File: src/bct_pkg.sv
// Purpose: Shared constants and types of the bus compare and trace unit.
// Assumes: Byte-wide register port; nine register locations.
// Notes:   Offsets are indexes on the byte register port.
package bct_pkg;

    // ----------------------------------------
    // Register offsets
    // ----------------------------------------
    localparam logic [3:0] OFS_COMP_A_HIGH = 4'h0;
    localparam logic [3:0] OFS_COMP_A_LOW = 4'h1;
    localparam logic [3:0] OFS_COMP_B_HIGH = 4'h2;
    localparam logic [3:0] OFS_COMP_B_LOW = 4'h3;
    localparam logic [3:0] OFS_FIFO_HIGH = 4'h4;
    localparam logic [3:0] OFS_FIFO_LOW = 4'h5;
    localparam logic [3:0] OFS_WATCH_CONTROL = 4'h6;
    localparam logic [3:0] OFS_TRIGGER = 4'h7;
    localparam logic [3:0] OFS_STATUS = 4'h8;

    // ----------------------------------------
    // Field positions
    // ----------------------------------------
    localparam int BIT_UNIT_ENABLE = 7;
    localparam int BIT_RUN_ARM = 6;
    localparam int BIT_HALT_TAG = 5;
    localparam int BIT_HALT_ENABLE = 4;
    localparam int BIT_DIR_VALUE_A = 3;
    localparam int BIT_DIR_QUALIFY_A = 2;
    localparam int BIT_DIR_VALUE_B = 1;
    localparam int BIT_DIR_QUALIFY_B = 0;
    localparam int BIT_TRIG_QUALIFY_SELECT = 7;
    localparam int BIT_TRIG_BEGIN = 6;
    localparam logic [7:0] TRIG_WRITE_MASK = 8'hcf;

    // ----------------------------------------
    // Reset values and sizes
    // ----------------------------------------
    localparam logic [7:0] COMP_RESET = 8'h00;
    localparam logic [7:0] CONTROL_RESET = 8'h00;
    localparam logic [7:0] TRIGGER_RESET = 8'h00;
    localparam int FIFO_DEPTH = 8;

    // ----------------------------------------
    // Trigger mode codes
    // ----------------------------------------
    localparam logic [3:0] TRG_A_ONLY = 4'h0;
    localparam logic [3:0] TRG_A_OR_B = 4'h1;
    localparam logic [3:0] TRG_A_THEN_B = 4'h2;
    localparam logic [3:0] TRG_EVENT_B = 4'h3;
    localparam logic [3:0] TRG_A_THEN_EVENT_B = 4'h4;
    localparam logic [3:0] TRG_A_AND_B_DATA = 4'h5;
    localparam logic [3:0] TRG_A_NOT_B_DATA = 4'h6;
    localparam logic [3:0] TRG_INSIDE = 4'h7;
    localparam logic [3:0] TRG_OUTSIDE = 4'h8;

    typedef enum logic [3:0] {
        RUN_IDLE = 4'b0001,
        RUN_WAIT = 4'b0010,
        RUN_FILL = 4'b0100,
        RUN_CIRC = 4'b1000
    } bct_run_t;

endpackage

File: src/bct_unit.sv
// Purpose: Address compare, trace FIFO and halt request unit on the CPU bus.
// Assumes: All inputs but rst_b_i come from logic on clk_i; register port is byte wide.
// Notes:   Read data appears one cycle after the read strobe.
`timescale 1ns/100ps

module bct_unit #(
    parameter int DEPTH = bct_pkg::FIFO_DEPTH
) (
    input wire logic clk_i,
    input wire logic rst_b_i,
    input wire logic [3:0] reg_addr_i,
    input wire logic reg_wr_i,
    input wire logic reg_rd_i,
    input wire logic [7:0] reg_wdata_i,
    output logic [7:0] reg_rdata_o,
    input wire logic cpu_cycle_i,
    input wire logic [15:0] cpu_addr_i,
    input wire logic cpu_rd_i,
    input wire logic cpu_fetch_i,
    input wire logic [7:0] cpu_data_i,
    input wire logic secure_i,
    output logic cpu_halt_o,
    output logic cpu_halt_tag_o,
    output logic run_active_o
);

    localparam int CW = $clog2(DEPTH + 1);
    localparam logic [CW-1:0] CNT_FULL = CW'(DEPTH);

    typedef struct packed {
        bct_pkg::bct_run_t run;
        logic [7:0] cah;
        logic [7:0] cal;
        logic [7:0] cbh;
        logic [7:0] cbl;
        logic [7:0] ctrl;
        logic [7:0] trg;
        logic [DEPTH-1:0][15:0] fifo;
        logic [CW-1:0] cnt;
        logic af;
        logic bf;
        logic a_seen;
        logic [15:0] last_fetch;
        logic [7:0] rdata;
        logic halt;
        logic halt_tag;
    } bct_state_t;

    // ----------------------------------------
    // Reset release
    // ----------------------------------------
    // Assertion is asynchronous; release is aligned to clk_i by two flops
    logic rst_meta_b;
    logic rst_b;

    always_ff @(posedge clk_i or negedge rst_b_i) begin
        if (!rst_b_i) begin
            rst_meta_b <= 1'b0;
            rst_b <= 1'b0;
        end else begin
            rst_meta_b <= 1'b1;
            rst_b <= rst_meta_b;
        end
    end

    // ----------------------------------------
    // Match logic
    // ----------------------------------------
    function automatic logic dir_ok(input logic qualify, input logic value, input logic rd);
        dir_ok = !qualify || (value == rd);
    endfunction

    bct_state_t st_reg;
    bct_state_t st_next;
    logic armed;
    logic event_only;
    logic begin_trace;
    logic [15:0] comp_a;
    logic [15:0] comp_b;
    logic a_hit;
    logic b_hit;
    logic trig;
    logic push;
    logic [15:0] push_word;
    logic rd_fifo_low;
    logic rd_fifo_high;
    logic ctrl_wr;
    logic start;

    assign armed = st_reg.run != bct_pkg::RUN_IDLE;
    assign comp_a = {st_reg.cah, st_reg.cal};
    assign comp_b = {st_reg.cbh, st_reg.cbl};
    assign event_only = st_reg.trg[3:0] == bct_pkg::TRG_EVENT_B
        || st_reg.trg[3:0] == bct_pkg::TRG_A_THEN_EVENT_B;
    assign begin_trace = event_only || st_reg.trg[bct_pkg::BIT_TRIG_BEGIN];
    assign rd_fifo_low = reg_rd_i && reg_addr_i == bct_pkg::OFS_FIFO_LOW;
    assign rd_fifo_high = reg_rd_i && reg_addr_i == bct_pkg::OFS_FIFO_HIGH;
    assign ctrl_wr = reg_wr_i && reg_addr_i == bct_pkg::OFS_WATCH_CONTROL;
    // Secured state only refuses turning enable on; an enabled unit may still arm
    assign start = ctrl_wr && !armed && reg_wdata_i[bct_pkg::BIT_RUN_ARM]
        && reg_wdata_i[bct_pkg::BIT_UNIT_ENABLE] && (!secure_i || st_reg.ctrl[bct_pkg::BIT_UNIT_ENABLE]);

    // Tag qualification only counts opcode fetches; halt timing is unaffected
    always_comb begin
        a_hit = armed && cpu_cycle_i && cpu_addr_i == comp_a
            && dir_ok(st_reg.ctrl[bct_pkg::BIT_DIR_QUALIFY_A], st_reg.ctrl[bct_pkg::BIT_DIR_VALUE_A], cpu_rd_i)
            && (!st_reg.trg[bct_pkg::BIT_TRIG_QUALIFY_SELECT] || cpu_fetch_i);
        b_hit = armed && cpu_cycle_i && cpu_addr_i == comp_b
            && dir_ok(st_reg.ctrl[bct_pkg::BIT_DIR_QUALIFY_B], st_reg.ctrl[bct_pkg::BIT_DIR_VALUE_B], cpu_rd_i)
            && (!st_reg.trg[bct_pkg::BIT_TRIG_QUALIFY_SELECT] || cpu_fetch_i);
        // Range modes compare the raw address; direction and tag do not apply
        case (st_reg.trg[3:0])
            bct_pkg::TRG_A_ONLY: trig = a_hit;
            bct_pkg::TRG_A_OR_B: trig = a_hit || b_hit;
            bct_pkg::TRG_A_THEN_B: trig = st_reg.a_seen && b_hit;
            bct_pkg::TRG_EVENT_B: trig = armed;
            bct_pkg::TRG_A_THEN_EVENT_B: trig = a_hit;
            bct_pkg::TRG_A_AND_B_DATA: trig = a_hit && cpu_data_i == st_reg.cbl;
            bct_pkg::TRG_A_NOT_B_DATA: trig = a_hit && cpu_data_i != st_reg.cbl;
            bct_pkg::TRG_INSIDE: trig = armed && cpu_cycle_i && cpu_addr_i >= comp_a && cpu_addr_i <= comp_b;
            bct_pkg::TRG_OUTSIDE: trig = armed && cpu_cycle_i && (cpu_addr_i < comp_a || cpu_addr_i > comp_b);
            default: trig = 1'b0;
        endcase
        // Event-only entries carry one byte in the low half
        push_word = event_only ? {8'h00, cpu_data_i} : cpu_addr_i;
        push = 1'b0;
        if (st_reg.run == bct_pkg::RUN_FILL) begin
            push = event_only ? b_hit : (cpu_cycle_i && cpu_fetch_i);
        end else if (st_reg.run == bct_pkg::RUN_CIRC) begin
            push = cpu_cycle_i && cpu_fetch_i;
        end
    end

    // ----------------------------------------
    // Next state
    // ----------------------------------------
    always_comb begin
        st_next = st_reg;
        st_next.halt = 1'b0;
        if (cpu_cycle_i && cpu_fetch_i) begin
            st_next.last_fetch = cpu_addr_i;
        end
        if (a_hit) begin
            st_next.af = 1'b1;
            st_next.a_seen = 1'b1;
        end
        if (b_hit) begin
            st_next.bf = 1'b1;
        end

        // Pushes enter at the tail; the oldest word drops out of the head
        if (push) begin
            for (int i = 0; i < DEPTH - 1; i++) begin
                st_next.fifo[i] = st_reg.fifo[i+1];
            end
            st_next.fifo[DEPTH-1] = push_word;
            if (st_reg.cnt != CNT_FULL) begin
                st_next.cnt = st_reg.cnt + CW'(1);
            end
        end

        unique case (st_reg.run)
            bct_pkg::RUN_IDLE: begin
            end
            bct_pkg::RUN_WAIT: begin
                if (trig) begin
                    st_next.run = bct_pkg::RUN_FILL;
                end
            end
            bct_pkg::RUN_FILL: begin
                if (push && st_reg.cnt == CNT_FULL - CW'(1)) begin
                    st_next.run = bct_pkg::RUN_IDLE;
                    st_next.halt = st_reg.ctrl[bct_pkg::BIT_HALT_ENABLE];
                end
            end
            bct_pkg::RUN_CIRC: begin
                if (trig) begin
                    st_next.run = bct_pkg::RUN_IDLE;
                    st_next.halt = st_reg.ctrl[bct_pkg::BIT_HALT_ENABLE];
                end
            end
            default: st_next.run = bct_pkg::RUN_IDLE;
        endcase
        st_next.halt_tag = st_reg.ctrl[bct_pkg::BIT_HALT_TAG];

        // ----------------------------------------
        // Register reads
        // ----------------------------------------
        if (reg_rd_i) begin
            unique case (reg_addr_i)
                bct_pkg::OFS_COMP_A_HIGH: st_next.rdata = st_reg.cah;
                bct_pkg::OFS_COMP_A_LOW: st_next.rdata = st_reg.cal;
                bct_pkg::OFS_COMP_B_HIGH: st_next.rdata = st_reg.cbh;
                bct_pkg::OFS_COMP_B_LOW: st_next.rdata = st_reg.cbl;
                bct_pkg::OFS_FIFO_HIGH: st_next.rdata = event_only ? 8'h00 : st_reg.fifo[0][15:8];
                bct_pkg::OFS_FIFO_LOW: st_next.rdata = st_reg.fifo[0][7:0];
                bct_pkg::OFS_WATCH_CONTROL: st_next.rdata = {st_reg.ctrl[7], armed, st_reg.ctrl[5:0]};
                bct_pkg::OFS_TRIGGER: st_next.rdata = st_reg.trg;
                bct_pkg::OFS_STATUS: st_next.rdata = {st_reg.af, st_reg.bf, armed, 1'b0, 4'(st_reg.cnt)};
                default: st_next.rdata = 8'h00;
            endcase
        end
        // Profiling: while idle each low read shifts and samples the last fetch
        if (rd_fifo_low && !armed) begin
            for (int i = 0; i < DEPTH - 1; i++) begin
                st_next.fifo[i] = st_reg.fifo[i+1];
            end
            st_next.fifo[DEPTH-1] = st_reg.last_fetch;
        end

        // ----------------------------------------
        // Register writes
        // ----------------------------------------
        if (reg_wr_i && !armed) begin
            unique case (reg_addr_i)
                bct_pkg::OFS_COMP_A_HIGH: st_next.cah = reg_wdata_i;
                bct_pkg::OFS_COMP_A_LOW: st_next.cal = reg_wdata_i;
                bct_pkg::OFS_COMP_B_HIGH: st_next.cbh = reg_wdata_i;
                bct_pkg::OFS_COMP_B_LOW: st_next.cbl = reg_wdata_i;
                bct_pkg::OFS_TRIGGER: st_next.trg = reg_wdata_i & bct_pkg::TRIG_WRITE_MASK;
                default: begin
                end
            endcase
        end
        // Control is never locked; arming is decided from the written bits
        if (ctrl_wr) begin
            st_next.ctrl = reg_wdata_i;
            st_next.ctrl[bct_pkg::BIT_RUN_ARM] = 1'b0;
            st_next.ctrl[bct_pkg::BIT_UNIT_ENABLE] = reg_wdata_i[bct_pkg::BIT_UNIT_ENABLE]
                && (!secure_i || st_reg.ctrl[bct_pkg::BIT_UNIT_ENABLE]);
            if (!reg_wdata_i[bct_pkg::BIT_RUN_ARM] || !st_next.ctrl[bct_pkg::BIT_UNIT_ENABLE]) begin
                st_next.run = bct_pkg::RUN_IDLE;
            end else if (start) begin
                st_next.run = begin_trace ? bct_pkg::RUN_WAIT : bct_pkg::RUN_CIRC;
                st_next.cnt = '0;
                st_next.af = 1'b0;
                st_next.bf = 1'b0;
                st_next.a_seen = 1'b0;
            end
        end
    end

    always_ff @(posedge clk_i or negedge rst_b) begin
        if (!rst_b) begin
            st_reg <= '0;
            st_reg.run <= bct_pkg::RUN_IDLE;
            st_reg.cah <= bct_pkg::COMP_RESET;
            st_reg.cal <= bct_pkg::COMP_RESET;
            st_reg.cbh <= bct_pkg::COMP_RESET;
            st_reg.cbl <= bct_pkg::COMP_RESET;
            st_reg.ctrl <= bct_pkg::CONTROL_RESET;
            st_reg.trg <= bct_pkg::TRIGGER_RESET;
        end else begin
            st_reg <= st_next;
        end
    end

    assign reg_rdata_o = st_reg.rdata;
    assign cpu_halt_o = st_reg.halt;
    assign cpu_halt_tag_o = st_reg.halt_tag;
    assign run_active_o = armed;
endmodule

File: config.mk
export PLATFORM = sky130hd
export DESIGN_NAME = bct_unit
export DESIGN_NICKNAME = d
export VERILOG_FILES = /design/src/bct_pkg.sv /design/src/bct_unit.sv
export SDC_FILE = /design/constraint.sdc
export NUM_CORES = 1
export LEC_CHECK = 0
export BUFFER_PORTS_ARGS = -buffer_cell sky130_fd_sc_hd__buf_4
export CELL_PAD_IN_SITES_DETAIL_PLACEMENT = 1
export CELL_PAD_IN_SITES_GLOBAL_PLACEMENT = 2
export CORE_ASPECT_RATIO = 1.75
export CORE_MARGIN = 2
export CORE_UTILIZATION = 46
export CTS_CLUSTER_DIAMETER = 150
export DETAILED_ROUTE_END_ITERATION = 8
export PLACE_DENSITY_LB_ADDON = 0.1
export SKIP_LAST_GASP = 1
export SLEW_MARGIN = 5
export SYNTH_ARGS = -nofsm -noshare
export SYNTH_HDL_FRONTEND = slang
export SYNTH_SLANG_ARGS = --single-unit
File: constraint.sdc
create_clock -name clk_i -period 13.45 [get_ports clk_i]
set_input_delay 0 -clock clk_i [delete_from_list [all_inputs] [get_ports clk_i]]
set_output_delay 0 -clock clk_i [all_outputs]
set_load 0.01 [all_outputs]
==> results of run 1 <==
[layout make-up]
| class | count | area (um2) |
|---|---|---|
| Tap cell | 255 | 319 |
| Sequential cell | 212 | 5310 |
| Clock inverter | 5 | 53.8 |
| Multi-Input combinational cell | 506 | 4220 |
| Fill cell | 2191 | 9780 |
| Inverter | 45 | 169 |
| Timing Repair Buffer | 102 | 876 |
| Clock buffer | 29 | 596 |
[worst min-delay path, cell delays in order]
cell and delay, ns:
buf_4 0.16, inv_1 0.10, a21boi_0 0.12, o22ai_1 0.12
[Yosys cell counts, types with 12 or more instances]
| cell type | n |
|---|---|
| a22oi_1 | 13 |
| nand3_1 | 14 |
| a21oi_1 | 24 |
| mux2_1 | 80 |
| nand2_1 | 53 |
| inv_1 | 44 |
| ha_1 | 34 |
| nor2_1 | 32 |
| mux2_2 | 93 |
| o21ai_0 | 32 |
| nor3_1 | 12 |
| dfrtp_1 | 211 |
[worst min-delay path by stage]
stage	from	endpoint	slack (ns)	depth (start not counted)
6_report	reg_addr_i[3]	reg_rdata_o[7]$_DFFE_PN0P_	0.05	4
3_3_place_gp	rst_b_i	rst_meta_b$_DFF_PN0_	-0.22	1
5_1_grt	reg_addr_i[3]	reg_rdata_o[7]$_DFFE_PN0P_	0.12	4
3_5_place_dp	rst_b_i	rst_meta_b$_DFF_PN0_	-0.22	1
4_1_cts	reg_addr_i[3]	reg_rdata_o[7]$_DFFE_PN0P_	0.06	4
2_1_floorplan	rst_b_i	rst_b$_DFF_PN0_	-0.30	0
[cells in the final DEF (no fill, tap or decap), drive strengths merged, types with 6 or more instances in the layout]
cell           n
dfrtp        211
mux2         173
buf           63
nand2         53
inv           45
dlygate4sd3   39
ha            34
nor2          33
o21ai         32
clkbuf        29
a21oi         25
nand3         14
a22oi         13
nor3          12
mux2i         11
o22ai         10
xnor2         10
nand4          9
o211ai         7
nor4b          6
[per-layer routing]
layer / routed length (um) / vias up / share of wire / GRT usage
li1: - / 3024 / - / -
met1: 10200 / 3438 / 0.37 / 0.284
met2: 15300 / 130 / 0.55 / 0.472
met3: 848 / 73 / 0.031 / 0.0299
met4: 1300 / 2 / 0.047 / 0.107
met5: 16 / - / 0.00058 / 0
[metrics by stage]
stage	std cells	utilization	area (um2)
after floorplan	801	-	9930
after global placement	1081	0.492	10500
after detailed placement	1081	0.492	10500
after CTS	1154	0.541	11500
after global routing	1154	0.541	11500
final	1154	0.541	11500
[report_power, final]
group / switching [mW] / internal [mW] / total, mW
logic: 0.125 / 0.130 / 0.255
registers: 0.0757 / 0.719 / 0.794
clock network: 0.247 / 0.327 / 0.574
total: 0.448 / 1.18 / 1.62
[logic make-up (layout without fill, tap and decap cells)]
logic type               after synthesis  after routing  share of synthesized area
buffers and inverters                 83            181                     0.0418
AND/OR/NAND/NOR                      156            156                     0.0801
adder cells (fa/ha/maj)               34             34                     0.0428
AO/OA/AOI/OAI                        116            116                     0.0760
flip-flops                           212            212                      0.534
other                                  1              1                   0.000378
XOR/XNOR                              12             12                     0.0106
multiplexers                         187            187                      0.214
[repair_timing]
action,CTS,global route
hold buffers,39,0
hold endpoints to repair,90,0
setup endpoints to repair,0,0
==> impl_metrics.tcl, run 1 <==
set metrics [dict create \
    status "completed" \
    nNetsFinal 966 \
    criticalPathCategory "reg -> reg" \
    layout_min_cycle_time_ns 4.07 \
    path_delay_family "buffers and inverters" \
    crit_top_cell "buf_4" \
    grt_max_degree 154 \
    r2r_slack_ns 9.38 \
    dieArea_mm2 0.0228 \
    reg2reg_to "st_reg[38]$_DFFE_PN0P_" \
    yosysUniqueCellTypes 59 \
    p_per_area_mw_per_mm2 141 \
    total_leakage_power_nw 5.54 \
    track_usage 0.253 \
    clk_latency_ns 0.51 \
    ys_warn_count 0 \
    clk_pin_slew_ns 0.07 \
    drv_cap 0 \
    skew_ns 0.0133 \
    grt_pass1_wl_um 43100 \
    critical_path.cell_chain "or3b_2, a21oi_2, buf_4, o21ai_0, a32o_1, buf_4, nor2_4, buf_4, buf_4, mux2_1" \
    drcViolationCount 0 \
    crit_cells 10 \
    syn_avg_cell_area_um2 12.4 \
    synth_area_leaders "dfrtp_1, mux2_2, mux2_1" \
    tightest_slew_ns 1.37 \
    antenna_found_initial 1 \
    ys.flop_type "dfrtp_1" \
    async_reset_ff_frac 1.00 \
    clkSinkCount 212 \
    dieHeight_um 198 \
    dp_slack_ns 9.37 \
    critPathCaptureType "flip-flop" \
    critPathMaxFanout 60 \
    ctsRootBufferMaster "clkbuf_16" \
    die_width_um 115 \
    synth_enable_flop_cells 0 \
    setup_viol 0 \
    min_path_type "in -> reg" \
    cp_slowest_cell "buf_4" \
    portBuffers 54 \
    irDropWorstVdd_uv 91.9 \
    worst_slack_ns 9.38 \
    cp_data_required_time_ns 13.83 \
    cts_resized 0 \
    rows 71 \
    cts-buffers-inserted 21 \
    path_buf_inv 4 \
    start_util 0.466 \
    synth_seq_cells 212 \
    gr-total-overflow 0 \
    post_cts_buffers 0 \
    syn_inst 801 \
    drt-wirelength-per-cell_um 24.0 \
    area_growth_pct 16.2 \
    drt-pass1-iter-count 5 \
    ant_nets 0 \
    rsz0062_at_grt "false" \
    fin_setup_tns_ns 0 \
    viasPerCell 5.78 \
    first_global_vias 7441 \
    period_share 0.303 \
    maxSlewViolCount 0 \
    core_mm2 0.0213 \
    final-hold-violation-count 0 \
    diodes 0 \
    syn_area_mm2 0.00993 \
    rr_worst_depth 10 \
    dp_hpwl_um 20100 \
    vias 6667 \
    synth_nets 879 \
    largest_reg_flops 167 \
    htree_levels 1 \
    synth_area_leader_cell "dfrtp_1" \
    slew_headroom 0.0785 \
    finalPower_mw 1.62 \
    netlist.area_leader.share 0.532 \
    holdWs_ns 0.0485 \
    cts_max_path_buffers 3 \
    cts_tree "yes" \
    critical_path_arrival_ns 4.45 \
    cp-endpoint "st_reg[38]$_DFFE_PN0P_" \
    drt_iter0_markers 334 \
    r2r_start "st_reg[162]$_DFFE_PN0P_" \
    num_io_pins 55 \
    seq_area_frac_synth 0.534 \
    crit_path_max_incr_delay_ns 0.71 \
    fmax_ghz 0.246 \
    drt-total-wl_um 27600 \
    gp_congestion 0.908 \
    cp-startpoint "st_reg[162]$_DFFE_PN0P_" \
    drive_above_1_share 0.224 \
    critPathLaunchType "flip-flop" \
]
Note: power is estimated with default switching activity, not from simulation.
==> run 2, diff against run 1 <==
--- a/config.mk
+++ b/config.mk
@@ -10,7 +10,7 @@
 export CELL_PAD_IN_SITES_GLOBAL_PLACEMENT = 2
 export CORE_ASPECT_RATIO = 1.75
 export CORE_MARGIN = 2
-export CORE_UTILIZATION = 46
+export CORE_UTILIZATION = 43
 export CTS_CLUSTER_DIAMETER = 150
 export DETAILED_ROUTE_END_ITERATION = 8
 export PLACE_DENSITY_LB_ADDON = 0.1
==> constraint.sdc (replaced) <==
create_clock -name clk_i -period 4.22 [get_ports clk_i]
set_input_delay 0 -clock clk_i [delete_from_list [all_inputs] [get_ports clk_i]]
set_output_delay 0 -clock clk_i [all_outputs]
set_load 0.01 [all_outputs]
==> run 2 against run 1 <==
Against the previous run:
- largest power group unchanged
- clock power increased to 3.5 times the previous value
- combinational power increased to 3.2 times the previous value
- critical endpoint is now st_reg[99]$_DFFE_PN0P_
- worst setup slack got worse by 8.5 ns
- largest cell class unchanged
==> impl_metrics.tcl, run 2 (synthesis gave the netlist of run 1 again) <==
set metrics [dict create \
    r2r_start "comp_b[15]$_DFFE_PN0P_" \
    portBuffers 54 \
    tightest_slew_ns 1.11 \
    critPathMaxFanout 112 \
    ant_nets 0 \
    dp_hpwl_um 20200 \
    antenna_found_initial 0 \
    placedCellCount 1126 \
    critPathLaunchType "flip-flop" \
    core_mm2 0.0227 \
    place_area_mm2 0.0106 \
    power_frac_seq 0.474 \
    mostFrequentLayoutCell "dfrtp_1" \
    die_width_um 119 \
    grt_pass1_wl_um 43100 \
    sw_frac_of_total 0.276 \
    irDropWorstVdd_uv 340 \
    status "completed" \
    rows 73 \
    viasPerCell 5.54 \
    rsz0062_at_grt "false" \
    first_global_vias 7519 \
    path_buf_inv 2 \
    cp-startpoint "comp_b[15]$_DFFE_PN0P_" \
    layout_min_cycle_time_ns 3.37 \
    clkSinkCount 212 \
    fin_setup_tns_ns 0 \
    track_usage 0.234 \
    cts_max_path_buffers 3 \
    crit_path_max_incr_delay_ns 0.53 \
    drt_iter0_markers 430 \
    clk_latency_ns 0.51 \
    worst_slack_ns 0.852 \
    num_io_pins 55 \
    diodes 0 \
    dieArea_mm2 0.0244 \
    nNetsFinal 968 \
    fin_area_mm2 0.0117 \
    grt_max_degree 113 \
    area_growth_pct 18.2 \
    p_switching_mw 1.47 \
    start_util 0.437 \
    vias 6685 \
    critPathCaptureType "flip-flop" \
    min_path_type "in -> reg" \
    largest_reg_flops 167 \
    finalCoreUtilization 0.516 \
    slew_headroom 0.261 \
    drcViolationCount 0 \
    cts-buffers-inserted 22 \
    gp_congestion 0.833 \
    drive_above_1_share 0.232 \
    drt-wirelength-per-cell_um 22.8 \
    cp_data_required_time_ns 4.60 \
    total_leakage_power_nw 5.61 \
    ctsRootBufferMaster "clkbuf_16" \
    criticalPathCategory "reg -> reg" \
    fin_cells 1206 \
    final-hold-violation-count 0 \
    dieHeight_um 205 \
    drv_cap 0 \
    cp_slowest_cell "a32o_1" \
    pwr-share-comb 0.151 \
    skew_ns 0.0139 \
    drt-pass1-iter-count 6 \
    setup_viol 0 \
    dp_slack_ns 0.897 \
    finalPower_mw 5.35 \
    mostFrequentLayoutCells "dfrtp_1, mux2_2, mux2_1" \
    cts_tree "yes" \
    period_share 0.798 \
    path_delay_family "simple AND/OR/NAND/NOR gates" \
    p_int_mw 3.87 \
    num-fill-cells 2321 \
    pwr-share-clk 0.376 \
    p_per_area_mw_per_mm2 456 \
    critical_path_arrival_ns 3.75 \
    hp-start "cpu_rd_i" \
    holdWs_ns 0.132 \
    critical_path.cell_chain "inv_1, ha_1, and4_1, nand4_1, nor3_1, a32o_1, nor2_4, buf_12, mux2_1" \
    maxSlewViolCount 0 \
    clk_pin_slew_ns 0.07 \
    htree_levels 1 \
    gr-total-overflow 0 \
    drt-total-wl_um 27600 \
    fmax_ghz 0.297 \
]
run 2: cell count changes in the layout (fill, tap and decap cells not counted), sizes merged:
cell	delta
bufinv	+1
dlygate4sd3	+1
clkinv	+6
inv	+2
clkbuf	-3
run 2: area by class of cell:
cell class | count | area, um2 | area share
Sequential cell | 212 | 5310 | 0.453
Multi-Input combinational cell | 506 | 4220 | 0.359
Timing Repair Buffer | 103 | 911 | 0.0776
Clock buffer | 26 | 607 | 0.0517
Tap cell | 300 | 375 | 0.0320
Inverter | 45 | 169 | 0.0144
Clock inverter | 14 | 146 | 0.0125
run 2: final timing paths:
path                                     endpoint  slack, ns  depth (start not counted)
setup / recovery           st_reg[99]$_DFFE_PN0P_       0.85                          9
hold / removal               st_reg[27]$_DFF_PN0_       0.13                          6
setup reg to reg           st_reg[99]$_DFFE_PN0P_       0.85                          9
hold reg to reg                   rst_b$_DFF_PN0_       0.35                          0
max in group asynchronous   st_reg[209]$_DFF_PN1_       2.73                          1
min in group asynchronous         rst_b$_DFF_PN0_       0.35                          3
run 2: what timing repair did:
item | in CTS | in global routing
hold buffers | 40 | 0
buffers inserted | 0 | 0
hold endpoints to repair | 91 | 0
resized for setup | 0 | 0
run 2: worst min-delay path: stages:
cell       delay (ns)
buf_4            0.10
xnor2_1          0.06
o2111ai_1        0.21
nor3_1           0.09
nor2_1           0.10
nor2_1           0.05
run 2: layer usage:
| layer | vias to the layer above | wire length, um | global-route usage | part of all wire |
|---|---|---|---|---|
| met1 | 3440 | 10100 | 0.251 | 0.37 |
| met4 | 0 | 1350 | 0.109 | 0.049 |
| met3 | 59 | 739 | 0.0248 | 0.027 |
| li1 | 3052 | - | - | - |
| met2 | 134 | 15400 | 0.451 | 0.56 |
| met5 | - | 0 | 0 | 0 |
run 2: power by group through the flow:
stage | Combinational [mW] | Sequential [mW] | Clock (mW)
2_1_floorplan | 0.540 | 2.47 | 0
3_3_place_gp | 0.734 | 2.56 | 0
3_5_place_dp | 0.777 | 2.57 | 0
4_1_cts | 0.815 | 2.54 | 2.06
5_1_grt | 0.894 | 2.57 | 2.14
6_report | 0.805 | 2.53 | 2.01
